File: config.mk
export PLATFORM = sky130hd
export DESIGN_NAME = gcsrmb_top
export DESIGN_NICKNAME = d
export VERILOG_FILES = /design/src/design/gcsrmb_pkg.sv /design/src/design/gcsrmb_sem_lane.sv /design/src/design/gcsrmb_top.sv
export SDC_FILE = /design/constraint.sdc
export NUM_CORES = 1
export LEC_CHECK = 0
export ABC_CLOCK_PERIOD_IN_PS = 5100
export BUFFER_PORTS_ARGS = -buffer_cell sky130_fd_sc_hd__buf_2
export CORE_AREA = 3 3 165 167
export DETAILED_ROUTE_END_ITERATION = 6
export DIE_AREA = 0 0 168 170
export PLACE_DENSITY = 0.7
export SETUP_SLACK_MARGIN = 0.3
export SYNTH_ARGS = -nofsm -noshare
export SYNTH_HDL_FRONTEND = slang
export SYNTH_SLANG_ARGS = --single-unit
File: constraint.sdc
create_clock -name ref_clk -period 5.1 [get_ports ref_clk]
set_input_delay 1.02 -clock ref_clk [delete_from_list [all_inputs] [get_ports ref_clk]]
set_output_delay 1.02 -clock ref_clk [all_outputs]
set_load 0.02 [all_outputs]
File: src/design/gcsrmb_pkg.sv
/*
  constants, field positions, reset values and the access carrier type for the
  global control/status, semaphore and mailbox block.
  assumes a single 250 MHz device clock and no imports by users.
*/
// Functional notes
// - local reset output held active while reset bit set; minimum pulse always kept.
// - system fail output asserted only when enable set and board fail active.
// - system fail enable reset value taken from a strap sampled at reset release.
// - board fail status is read-only, the inverse of the active-low board fail input pin.
// - system controller status is read-only, one when controller function enabled.
// - module ready is read/write, cleared by reset; software sets it when ready.
// - bits 23:20 show location monitor pending flags, monitor 0 at bit 20.
// - bits 19:16 show mailbox pending flags, mailbox 0 at bit 16.
// - bit 13 is inverted slot parity pin; bits 15:14 read zero.
// - bits 12:8 are inverted five-bit slot address pins.
// - low byte is a read-only revision code that writes never change.
// - semaphore byte takes a write if data top bit clear or stored top clear.
// - eight semaphore bytes, four per word, lowest number in top byte; reset zero.
// - writing a mailbox low byte raises that mailbox's interrupt request.
// - four 32-bit read/write mailboxes, reset to zero.
// - each register reached at window offset and at 0x600 plus offset locally.
// - the register group is reachable from both the local and the remote bus.
package gcsrmb_pkg;

  ////////////////////////////////////////////////////////////////////////////
  // register offsets within the window
  localparam logic [4:0]  OFS_ID       = 5'h00;
  localparam logic [4:0]  OFS_CTRL     = 5'h04;
  localparam logic [4:0]  OFS_SEM_LO   = 5'h08;
  localparam logic [4:0]  OFS_SEM_HI   = 5'h0c;
  localparam logic [4:0]  OFS_MAILBOX_0    = 5'h10;
  localparam logic [4:0]  OFS_MAILBOX_1    = 5'h14;
  localparam logic [4:0]  OFS_MAILBOX_2    = 5'h18;
  localparam logic [4:0]  OFS_MAILBOX_3    = 5'h1c;
  localparam logic [11:0] LOCAL_BASE   = 12'h600;

  ////////////////////////////////////////////////////////////////////////////
  // control/status field positions
  localparam int BIT_LOCAL_RESET_CTL    = 31;
  localparam int BIT_SFAIL   = 30;
  localparam int BIT_BOARD_FAIL_IN_N  = 29;
  localparam int BIT_SYSCON  = 28;
  localparam int BIT_READY   = 27;
  localparam int LOCMON_LSB  = 20;
  localparam int MAILBOX_WORD_LSB    = 16;
  localparam int BIT_GAP     = 13;
  localparam int GA_LSB      = 8;
  localparam int SEM_TOP     = 7;

  ////////////////////////////////////////////////////////////////////////////
  // reset values
  localparam logic [31:0] SEM_RST    = 32'h0000_0000;
  localparam logic [31:0] MAILBOX_WORD_RST   = 32'h0000_0000;
  localparam logic [7:0]  BYTE_RST   = 8'h00;

  ////////////////////////////////////////////////////////////////////////////
  // local reset minimum pulse
  localparam int CLK_PERIOD_PS = 4000;
  localparam int RST_MIN_NS    = 1000;
  localparam int RST_MIN_CYC   = (RST_MIN_NS * 1000 + CLK_PERIOD_PS - 1) / CLK_PERIOD_PS;
  localparam int RST_CNT_W     = 9;

  // one access request on either port
  typedef struct packed {
    logic        req;
    logic        we;
    logic [11:0] addr;
    logic [3:0]  be;
    logic [31:0] wdata;
  } gcsrmb_req_t;

endpackage : gcsrmb_pkg

File: src/design/gcsrmb_sem_lane.sv
/*
  one byte-wide hardware semaphore with its acceptance test.
  assumes at most one write strobe per cycle from the serialised access path.
*/
`timescale 1ns/1ps
`default_nettype none
module gcsrmb_sem_lane
(
  // clock and reset
  input  wire  logic       ref_clk,
  input  wire  logic       resetn,
  // write strobe for this byte lane
  input  wire  logic       we,
  input  wire  logic [7:0] wdata,
  // stored semaphore
  output var   logic [7:0] value
);

  logic       accept;
  logic [7:0] next_value;

  ////////////////////////////////////////////////////////////////////////////
  // take the write unless both top bits are set
  always_comb
  begin
    accept     = we && (!wdata[gcsrmb_pkg::SEM_TOP] || !value[gcsrmb_pkg::SEM_TOP]);
    next_value = accept ? wdata : value;
  end

  // register the semaphore
  always_ff @(posedge ref_clk or negedge resetn)
  begin
    if (!resetn)
      value <= gcsrmb_pkg::BYTE_RST;
    else
      value <= next_value;
  end
endmodule : gcsrmb_sem_lane
`default_nettype wire

File: src/design/gcsrmb_top.sv
/*
  global control/status, semaphores and mailboxes, reached from the local
  configuration space port and from the remote bus window port.
  assumes both ports are synchronous to ref_clk and hold req until their ack.
*/
`timescale 1ns/1ps
`default_nettype none
module gcsrmb_top
#(
  parameter logic [7:0]  REV_CODE = 8'h5a,         // arbitrary value
  parameter logic [31:0] ID_CODE  = 32'h1234_abcd  // arbitrary value
)
(
  // clock and resets
  input  wire  logic                    ref_clk,
  input  wire  logic                    resetn,
  input  wire  logic                    local_rst_n,
  // local configuration space port
  input  wire  gcsrmb_pkg::gcsrmb_req_t loc_port,
  output var   logic                    loc_ack,
  // remote bus window port
  input  wire  gcsrmb_pkg::gcsrmb_req_t vme_port,
  output var   logic                    vme_ack,
  // shared read data
  output var   logic [31:0]             rdata,
  // board pins and straps
  input  wire  logic                    board_fail_in_n,
  input  wire  logic                    sfail_en_strap,
  input  wire  logic                    syscon_en,
  input  wire  logic [4:0]              ga_n,
  input  wire  logic                    gap_n,
  output var   logic                    sysfail_out,
  output var   logic                    local_reset_out_n,
  // interrupt logic side
  input  wire  logic [3:0]              locmon_event,
  input  wire  logic [3:0]              locmon_clr,
  input  wire  logic [3:0]              mailbox_word_clr,
  output var   logic [3:0]              mailbox_word_irq_req
);

  localparam logic [8:0] RST_LOAD = 9'(gcsrmb_pkg::RST_MIN_CYC - 1);

  // access path
  logic                    take_loc;
  logic                    take_vme;
  gcsrmb_pkg::gcsrmb_req_t cur;
  logic                    hit;
  logic [4:0]              ofs;
  logic                    wr;
  logic                    rd_ok;
  logic [31:0]             rd;
  logic                    next_loc_ack;
  logic                    next_vme_ack;
  logic [31:0]             next_rdata;
  // control state
  logic                    local_reset_ctl;
  logic                    sfail_en;
  logic                    strap_done;
  logic                    module_ready;
  logic [3:0]              locmon_pend;
  logic [3:0]              mailbox_word_pend;
  logic [8:0]              rst_cnt;
  logic                    next_local_reset_ctl;
  logic                    next_sfail_en;
  logic                    next_module_ready;
  logic [3:0]              next_locmon_pend;
  logic [3:0]              next_mailbox_word_pend;
  logic [8:0]              next_rst_cnt;
  logic                    next_sysfail_out;
  logic                    next_local_reset_out_n;
  logic [3:0]              mailbox_word_set;
  logic [31:0]             ctrl_word;
  // storage
  logic [31:0]             sem_lo;
  logic [31:0]             sem_hi;
  logic [31:0]             mailbox_word [4];
  logic [31:0]             next_mailbox_word [4];

  ////////////////////////////////////////////////////////////////////////////
  // serialise the two ports, local first, one access per cycle
  always_comb
  begin
    take_loc = loc_port.req && !loc_ack;
    take_vme = vme_port.req && !vme_ack && !take_loc;
    cur      = take_loc ? loc_port : vme_port;
    ofs      = cur.addr[4:0];
    // alias decode: local at base plus offset, window at offset
    if (take_loc)
      hit = (cur.addr[11:5] == gcsrmb_pkg::LOCAL_BASE[11:5]);
    else
      hit = take_vme && (cur.addr[11:5] == 7'h00);
    wr    = hit && cur.we;
    rd_ok = hit && !cur.we;
  end

  // control word as read back
  always_comb
  begin
    ctrl_word                                    = 32'h0000_0000;
    ctrl_word[gcsrmb_pkg::BIT_LOCAL_RESET_CTL]              = local_reset_ctl;
    ctrl_word[gcsrmb_pkg::BIT_SFAIL]             = sfail_en;
    ctrl_word[gcsrmb_pkg::BIT_BOARD_FAIL_IN_N]            = !board_fail_in_n;
    ctrl_word[gcsrmb_pkg::BIT_SYSCON]            = syscon_en;
    ctrl_word[gcsrmb_pkg::BIT_READY]             = module_ready;
    ctrl_word[gcsrmb_pkg::LOCMON_LSB +: 4]       = locmon_pend;
    ctrl_word[gcsrmb_pkg::MAILBOX_WORD_LSB +: 4]         = mailbox_word_pend;
    ctrl_word[gcsrmb_pkg::BIT_GAP]               = !gap_n;
    ctrl_word[gcsrmb_pkg::GA_LSB +: 5]           = ~ga_n;
    ctrl_word[7:0]                               = REV_CODE;
  end

  // read mux, unmapped offsets read zero
  always_comb
  begin
    case (ofs)
      gcsrmb_pkg::OFS_ID:     rd = ID_CODE;
      gcsrmb_pkg::OFS_CTRL:   rd = ctrl_word;
      gcsrmb_pkg::OFS_SEM_LO: rd = sem_lo;
      gcsrmb_pkg::OFS_SEM_HI: rd = sem_hi;
      gcsrmb_pkg::OFS_MAILBOX_0:  rd = mailbox_word[0];
      gcsrmb_pkg::OFS_MAILBOX_1:  rd = mailbox_word[1];
      gcsrmb_pkg::OFS_MAILBOX_2:  rd = mailbox_word[2];
      gcsrmb_pkg::OFS_MAILBOX_3:  rd = mailbox_word[3];
      default:                rd = 32'h0000_0000;
    endcase
    next_loc_ack = take_loc;
    next_vme_ack = take_vme;
    if (take_loc || take_vme)
      next_rdata = rd_ok ? rd : 32'h0000_0000;
    else
      next_rdata = rdata;
  end

  // register the answer
  always_ff @(posedge ref_clk or negedge resetn)
  begin
    if (!resetn)
    begin
      loc_ack <= 1'b0;
      vme_ack <= 1'b0;
      rdata   <= 32'h0000_0000;
    end
    else
    begin
      loc_ack <= next_loc_ack;
      vme_ack <= next_vme_ack;
      rdata   <= next_rdata;
    end
  end

  ////////////////////////////////////////////////////////////////////////////
  // semaphores: lane i sits in word i/4, byte 3 - i%4
  for (genvar i = 0; i < 8; i++)
  begin : g_sem
    localparam int BYTE = 3 - (i % 4);
    logic [7:0] value;
    logic       lane_we;
    // per lane strobe from the matching byte enable
    assign lane_we = wr && cur.be[BYTE] &&
                     (ofs == ((i < 4) ? gcsrmb_pkg::OFS_SEM_LO : gcsrmb_pkg::OFS_SEM_HI));
    gcsrmb_sem_lane u_lane
    (
      .ref_clk (ref_clk),
      .resetn  (resetn),
      .we      (lane_we),
      .wdata   (cur.wdata[BYTE*8 +: 8]),
      .value   (value)
    );
    // pack into the read words, semaphore 0 at the top
    if (i < 4)
    begin : g_lo
      assign sem_lo[BYTE*8 +: 8] = value;
    end
    else
    begin : g_hi
      assign sem_hi[BYTE*8 +: 8] = value;
    end
  end

  ////////////////////////////////////////////////////////////////////////////
  // mailboxes, byte writes, low byte raises the request
  always_comb
  begin
    for (int m = 0; m < 4; m++)
    begin
      next_mailbox_word[m] = mailbox_word[m];
      mailbox_word_set[m]  = 1'b0;
      if (wr && ofs == 5'(gcsrmb_pkg::OFS_MAILBOX_0 + 5'(m * 4)))
      begin
        for (int b = 0; b < 4; b++)
        begin
          if (cur.be[b])
            next_mailbox_word[m][b*8 +: 8] = cur.wdata[b*8 +: 8];
        end
        mailbox_word_set[m] = cur.be[0];
      end
    end
  end

  // register the mailboxes
  always_ff @(posedge ref_clk or negedge resetn)
  begin
    if (!resetn)
    begin
      for (int m = 0; m < 4; m++)
        mailbox_word[m] <= gcsrmb_pkg::MAILBOX_WORD_RST;
      mailbox_word_irq_req <= 4'h0;
    end
    else
    begin
      for (int m = 0; m < 4; m++)
        mailbox_word[m] <= next_mailbox_word[m];
      mailbox_word_irq_req <= mailbox_word_set;
    end
  end

  ////////////////////////////////////////////////////////////////////////////
  // control bits, pending flags, local reset stretch, system fail
  always_comb
  begin
    next_local_reset_ctl         = local_reset_ctl;
    next_sfail_en     = sfail_en;
    next_module_ready = module_ready;
    if (!strap_done)
      next_sfail_en = sfail_en_strap;
    if (wr && ofs == gcsrmb_pkg::OFS_CTRL && cur.be[3])
    begin
      next_local_reset_ctl         = cur.wdata[gcsrmb_pkg::BIT_LOCAL_RESET_CTL];
      next_module_ready = cur.wdata[gcsrmb_pkg::BIT_READY];
      if (strap_done)
        next_sfail_en = cur.wdata[gcsrmb_pkg::BIT_SFAIL];
    end
    // set wins over clear
    next_locmon_pend = (locmon_pend & ~locmon_clr) | locmon_event;
    next_mailbox_word_pend   = (mailbox_word_pend & ~mailbox_word_clr) | mailbox_word_set;
    if (!local_rst_n)
    begin
      next_module_ready = 1'b0;
      next_locmon_pend  = 4'h0;
      next_mailbox_word_pend    = 4'h0;
    end
    // hold the count full while the bit is set, then run it down
    if (local_reset_ctl)
      next_rst_cnt = RST_LOAD;
    else if (rst_cnt != 9'h000)
      next_rst_cnt = rst_cnt - 9'h001;
    else
      next_rst_cnt = rst_cnt;
    next_local_reset_out_n = !(local_reset_ctl || rst_cnt != 9'h000);
    next_sysfail_out       = sfail_en && !board_fail_in_n;
  end

  // register control state
  always_ff @(posedge ref_clk or negedge resetn)
  begin
    if (!resetn)
    begin
      local_reset_ctl              <= 1'b0;
      sfail_en          <= 1'b0;
      strap_done        <= 1'b0;
      module_ready      <= 1'b0;
      locmon_pend       <= 4'h0;
      mailbox_word_pend         <= 4'h0;
      rst_cnt           <= 9'h000;
      sysfail_out       <= 1'b0;
      local_reset_out_n <= 1'b1;
    end
    else
    begin
      local_reset_ctl              <= next_local_reset_ctl;
      sfail_en          <= next_sfail_en;
      strap_done        <= 1'b1;
      module_ready      <= next_module_ready;
      locmon_pend       <= next_locmon_pend;
      mailbox_word_pend         <= next_mailbox_word_pend;
      rst_cnt           <= next_rst_cnt;
      sysfail_out       <= next_sysfail_out;
      local_reset_out_n <= next_local_reset_out_n;
    end
  end

  ////////////////////////////////////////////////////////////////////////////
  // checks
  localparam int RST_MIN = gcsrmb_pkg::RST_MIN_CYC;
  logic [8:0] low_cnt;

  // count cycles the local reset output has been low
  always_ff @(posedge ref_clk or negedge resetn)
  begin
    if (!resetn)
      low_cnt <= 9'h000;
    else if (local_reset_out_n)
      low_cnt <= 9'h000;
    else if (low_cnt != 9'h1ff)
      low_cnt <= low_cnt + 9'h001;
  end
endmodule : gcsrmb_top
`default_nettype wire

==> flow_metrics.py <==
metrics = {
    "pwr": {
        "leakage_nw": 6.74,
        "pwr-share-comb": 0.092,
        "pwr-share-seq": 0.458,
        "power_density_mw_per_mm2": 333,
        "power_mw": 4.55,
        "swShare": 0.246,
        "ir_drop_uv": 248,
        "p_int_mw": 3.43,
        "p_sw_mw": 1.12,
        "p_clk_frac": 0.450,
    },
    "clocking": {
        "clk_latency_ns": 0.54,
        "htreeDepth": 1,
        "hold_buffers": 0,
        "ctsResizeCount": 0,
        "numCtsBuffers": 28,
        "cts_tree": "done",
        "clock_sinks": 253,
        "clk_pin_slew_ns": 0.06,
        "post_cts_buffers": 0,
        "cts_root_buffer": "clkbuf_16",
        "cts_buffer_depth": 3,
    },
    "timing": {
        "rsz0062_at_grt": "false",
        "layout_setup_ws_ns": 1.66,
        "final-setup-viol-count": 0,
        "timing.final.crit_period_ns": 3.44,
        "skew_ns": 0.0145,
        "slew_viol_final": 0,
        "max_slew_margin": 0.301,
        "max_freq_ghz": 0.291,
        "worst_slew_pin_slew_ns": 1.05,
        "finalHoldViolCount": 0,
        "worst_hold_slack_ns": 0.473,
        "fin_tns_setup_ns": 0,
        "finalCritPeriodShare": 0.674,
    },
    "floorplanning": {
        "core-area_sq_mm": 0.0259,
        "dieArea_sq_mm": 0.0286,
        "ios": 164,
        "dieHeight_microns": 170,
        "start_util": 0.445,
        "rows": 59,
        "die-width_microns": 168,
    },
    "route": {
        "vias_per_cell": 5.72,
        "drc": 0,
        "wire_per_inst_microns": 20.4,
        "ant_nets": 0,
        "drt_iter0_markers": 769,
        "num_vias": 9192,
        "routed_wl_microns": 32800,
        "drtPass1Iterations": 5,
    },
    "grt": {
        "grt_pass1_wl_microns": 50900,
        "grt_usage": 0.224,
        "use_met1": 0.324,
        "top_usage_layer": "met2",
        "use_met2": 0.350,
        "grt_max_degree": 118,
        "antenna_found_initial": 0,
        "grt_use_met3": 0.0467,
        "grt_pass1_vias": 8953,
        "gr-total-overflow": 0,
    },
    "setup_path": {
        "cp.depth": 9,
        "arrival_ns": 3.84,
        "cp-start-kind": "primary input",
        "end_kind": "flop",
        "crit_family": "simple AND/OR/NAND/NOR gates",
        "critPathSlowestCell": "and3_1",
        "path_class": "primary input to flop",
        "r2r_end": "g_sem[4].u_lane.value[1]$_DFFE_PN0P_",
        "worst-r2r-setup-slack_ns": 1.74,
        "cp_cell_sequence": "buf_2, nand2b_4, inv_2, buf_4, mux2_4, and3_1, nand3b_1, nand2_1, o21ai_0",
        "ff2ff_path_depth": 8,
        "crit_end": "g_sem[4].u_lane.value[1]$_DFFE_PN0P_",
        "path_max_fanout": 19,
        "slowest_delay_ns": 0.68,
        "worstPathRequired_ns": 5.50,
        "crit_start": "loc_port[49]",
        "r2r-start": "loc_ack$_DFF_PN0_",
        "worst-path-buf-inv": 3,
    },
    "finish": {
        "layout-drive-gt1-share": 0.244,
        "antenna_cells": 0,
        "area_growth_pct": 18.4,
        "finalNetCount": 1377,
        "design_area_sq_mm": 0.0137,
        "fin_util": 0.527,
        "final_cell_mix": "dfrtp_1 (252), nand2_1 (205), buf_2 (162), o21ai_0 (154), mux2i_1 (65)",
        "final_cells": 1608,
        "final_common_cell": "dfrtp_1",
    },
    "yosys": {
        "synthArstFlopShare": 1.00,
        "avgSynthCellArea_sq_um": 10.5,
        "yosysWarningCount": 0,
        "netlist_area_sq_mm": 0.0115,
        "yosysSeqAreaShare": 0.549,
        "syn_inst": 1095,
        "ys_seq_elements": 253,
        "synth_edf_count": 0,
        "synth_cell_types": 73,
        "synth_nets": 1220,
        "synth-main-ff-cell": "dfrtp_1",
    },
    "place": {
        "portBuffers": 163,
        "place_ws_ns": 1.18,
        "dpl_cell_area_sq_mm": 0.0127,
        "routabilityCongestion": 0.828,
        "dp_cells": 1557,
        "post-dp-hpwl_microns": 22600,
    },
    "job": {
        "drv_cap": 0,
    },
    "outcome": {
        "outcome": "complete, no violations",
    },
    "hold_path": {
        "hold_path_class": "flop to flop",
        "holdPathStages": 1,
    },
}
[synthesized netlist by cell type (3+ instances only)]
library cell,number,area (sq um)
dfrtp_1,252,6310
nand2_1,205,769
o21ai_0,154,771
mux2i_1,66,661
a22oi_1,55,413
mux2_2,52,586
clkbuf_1,31,116
inv_1,28,105
a21oi_1,27,135
buf_2,18,90.1
nor2_1,15,56.3
a21o_1,14,105
nand2b_1,13,81.3
nand3_1,13,65.1
a31oi_1,12,75.1
o2bb2ai_1,9,78.8
a221o_1,8,80.1
a221oi_1,8,70.1
nor3_1,7,35.0
and3_1,6,37.5
nand4_1,6,37.5
nor2b_1,6,37.5
buf_4,5,37.5
a2bb2oi_1,4,35.0
nand2_2,4,25.0
a222oi_1,3,30.0
a311oi_1,3,26.3
buf_1,3,11.3
o211ai_1,3,22.5
o21ai_1,3,15.0
o221ai_1,3,26.3
o31ai_1,3,22.5
xnor2_1,3,26.3
[registers in the layout, summed over array words and instances, names as in the netlist]
signal and count:
module_ready 1, mailbox_word 128, rdata 32, g_sem.u_lane.value 64, vme_ack 1, sysfail_out 1
strap_done 1, locmon_pend 4, local_reset_ctl 1, local_reset_out_n 1, mailbox_word_irq_req 4, rst_cnt 9
loc_ack 1, sfail_en 1, mailbox_word_pend 4
[power by group through the flow]
stage	combinational (mW)	sequential (mW)	clock, mW
global placement	0.413	2.12	0
floorplan	0.228	2.11	0
detailed placement	0.420	2.12	0
CTS	0.422	2.08	2.08
finish	0.420	2.08	2.05
global route	0.468	2.09	2.17
[kinds of logic (layout without fill, tap and decap cells)]
group | count (synthesis) | count (layout) | share of synthesized area
XOR/XNOR | 4 | 4 | 0.00304
adder cells (fa/ha/maj) | 1 | 1 | 0.00108
AO/OA/AOI/OAI | 327 | 327 | 0.182
flip-flops | 253 | 253 | 0.549
AND/OR/NAND/NOR | 301 | 301 | 0.121
multiplexers | 120 | 120 | 0.111
other | 1 | 1 | 0.000325
buffers and inverters | 88 | 266 | 0.0329
[worst min path at each step]
stage,start,slack [ns],to
2_1_floorplan,local_reset_ctl$_DFFE_PN0P_,0.39,local_reset_out_n$_DFF_PN1_
3_3_place_gp,rdata[5]$_DFFE_PN0P_,0.46,rdata[5]$_DFFE_PN0P_
3_5_place_dp,rdata[17]$_DFFE_PN0P_,0.46,rdata[17]$_DFFE_PN0P_
4_1_cts,rdata[24]$_DFFE_PN0P_,0.48,rdata[24]$_DFFE_PN0P_
5_1_grt,mailbox_word[59]$_DFFE_PN0P_,0.49,mailbox_word[59]$_DFFE_PN0P_
6_report,rdata[24]$_DFFE_PN0P_,0.47,rdata[24]$_DFFE_PN0P_
[layout make-up]
| class | instances | area (sq um) |
|---|---|---|
| fill | 2325 | 12300 |
| sequential | 253 | 6330 |
| multi-input combinational | 754 | 4840 |
| timing repair buffer | 185 | 1000 |
| clock buffer | 39 | 833 |
| tap | 335 | 419 |
| clock inverter | 12 | 114 |
| inverter | 30 | 113 |
[per-layer routing]
metal,up-vias,share of wire
met2,392,0.45
met4,0,0.020
met1,4487,0.44
met5,-,0
li1,4262,-
met3,51,0.091
No activity file was read; power rests on OpenSTA's default activity.
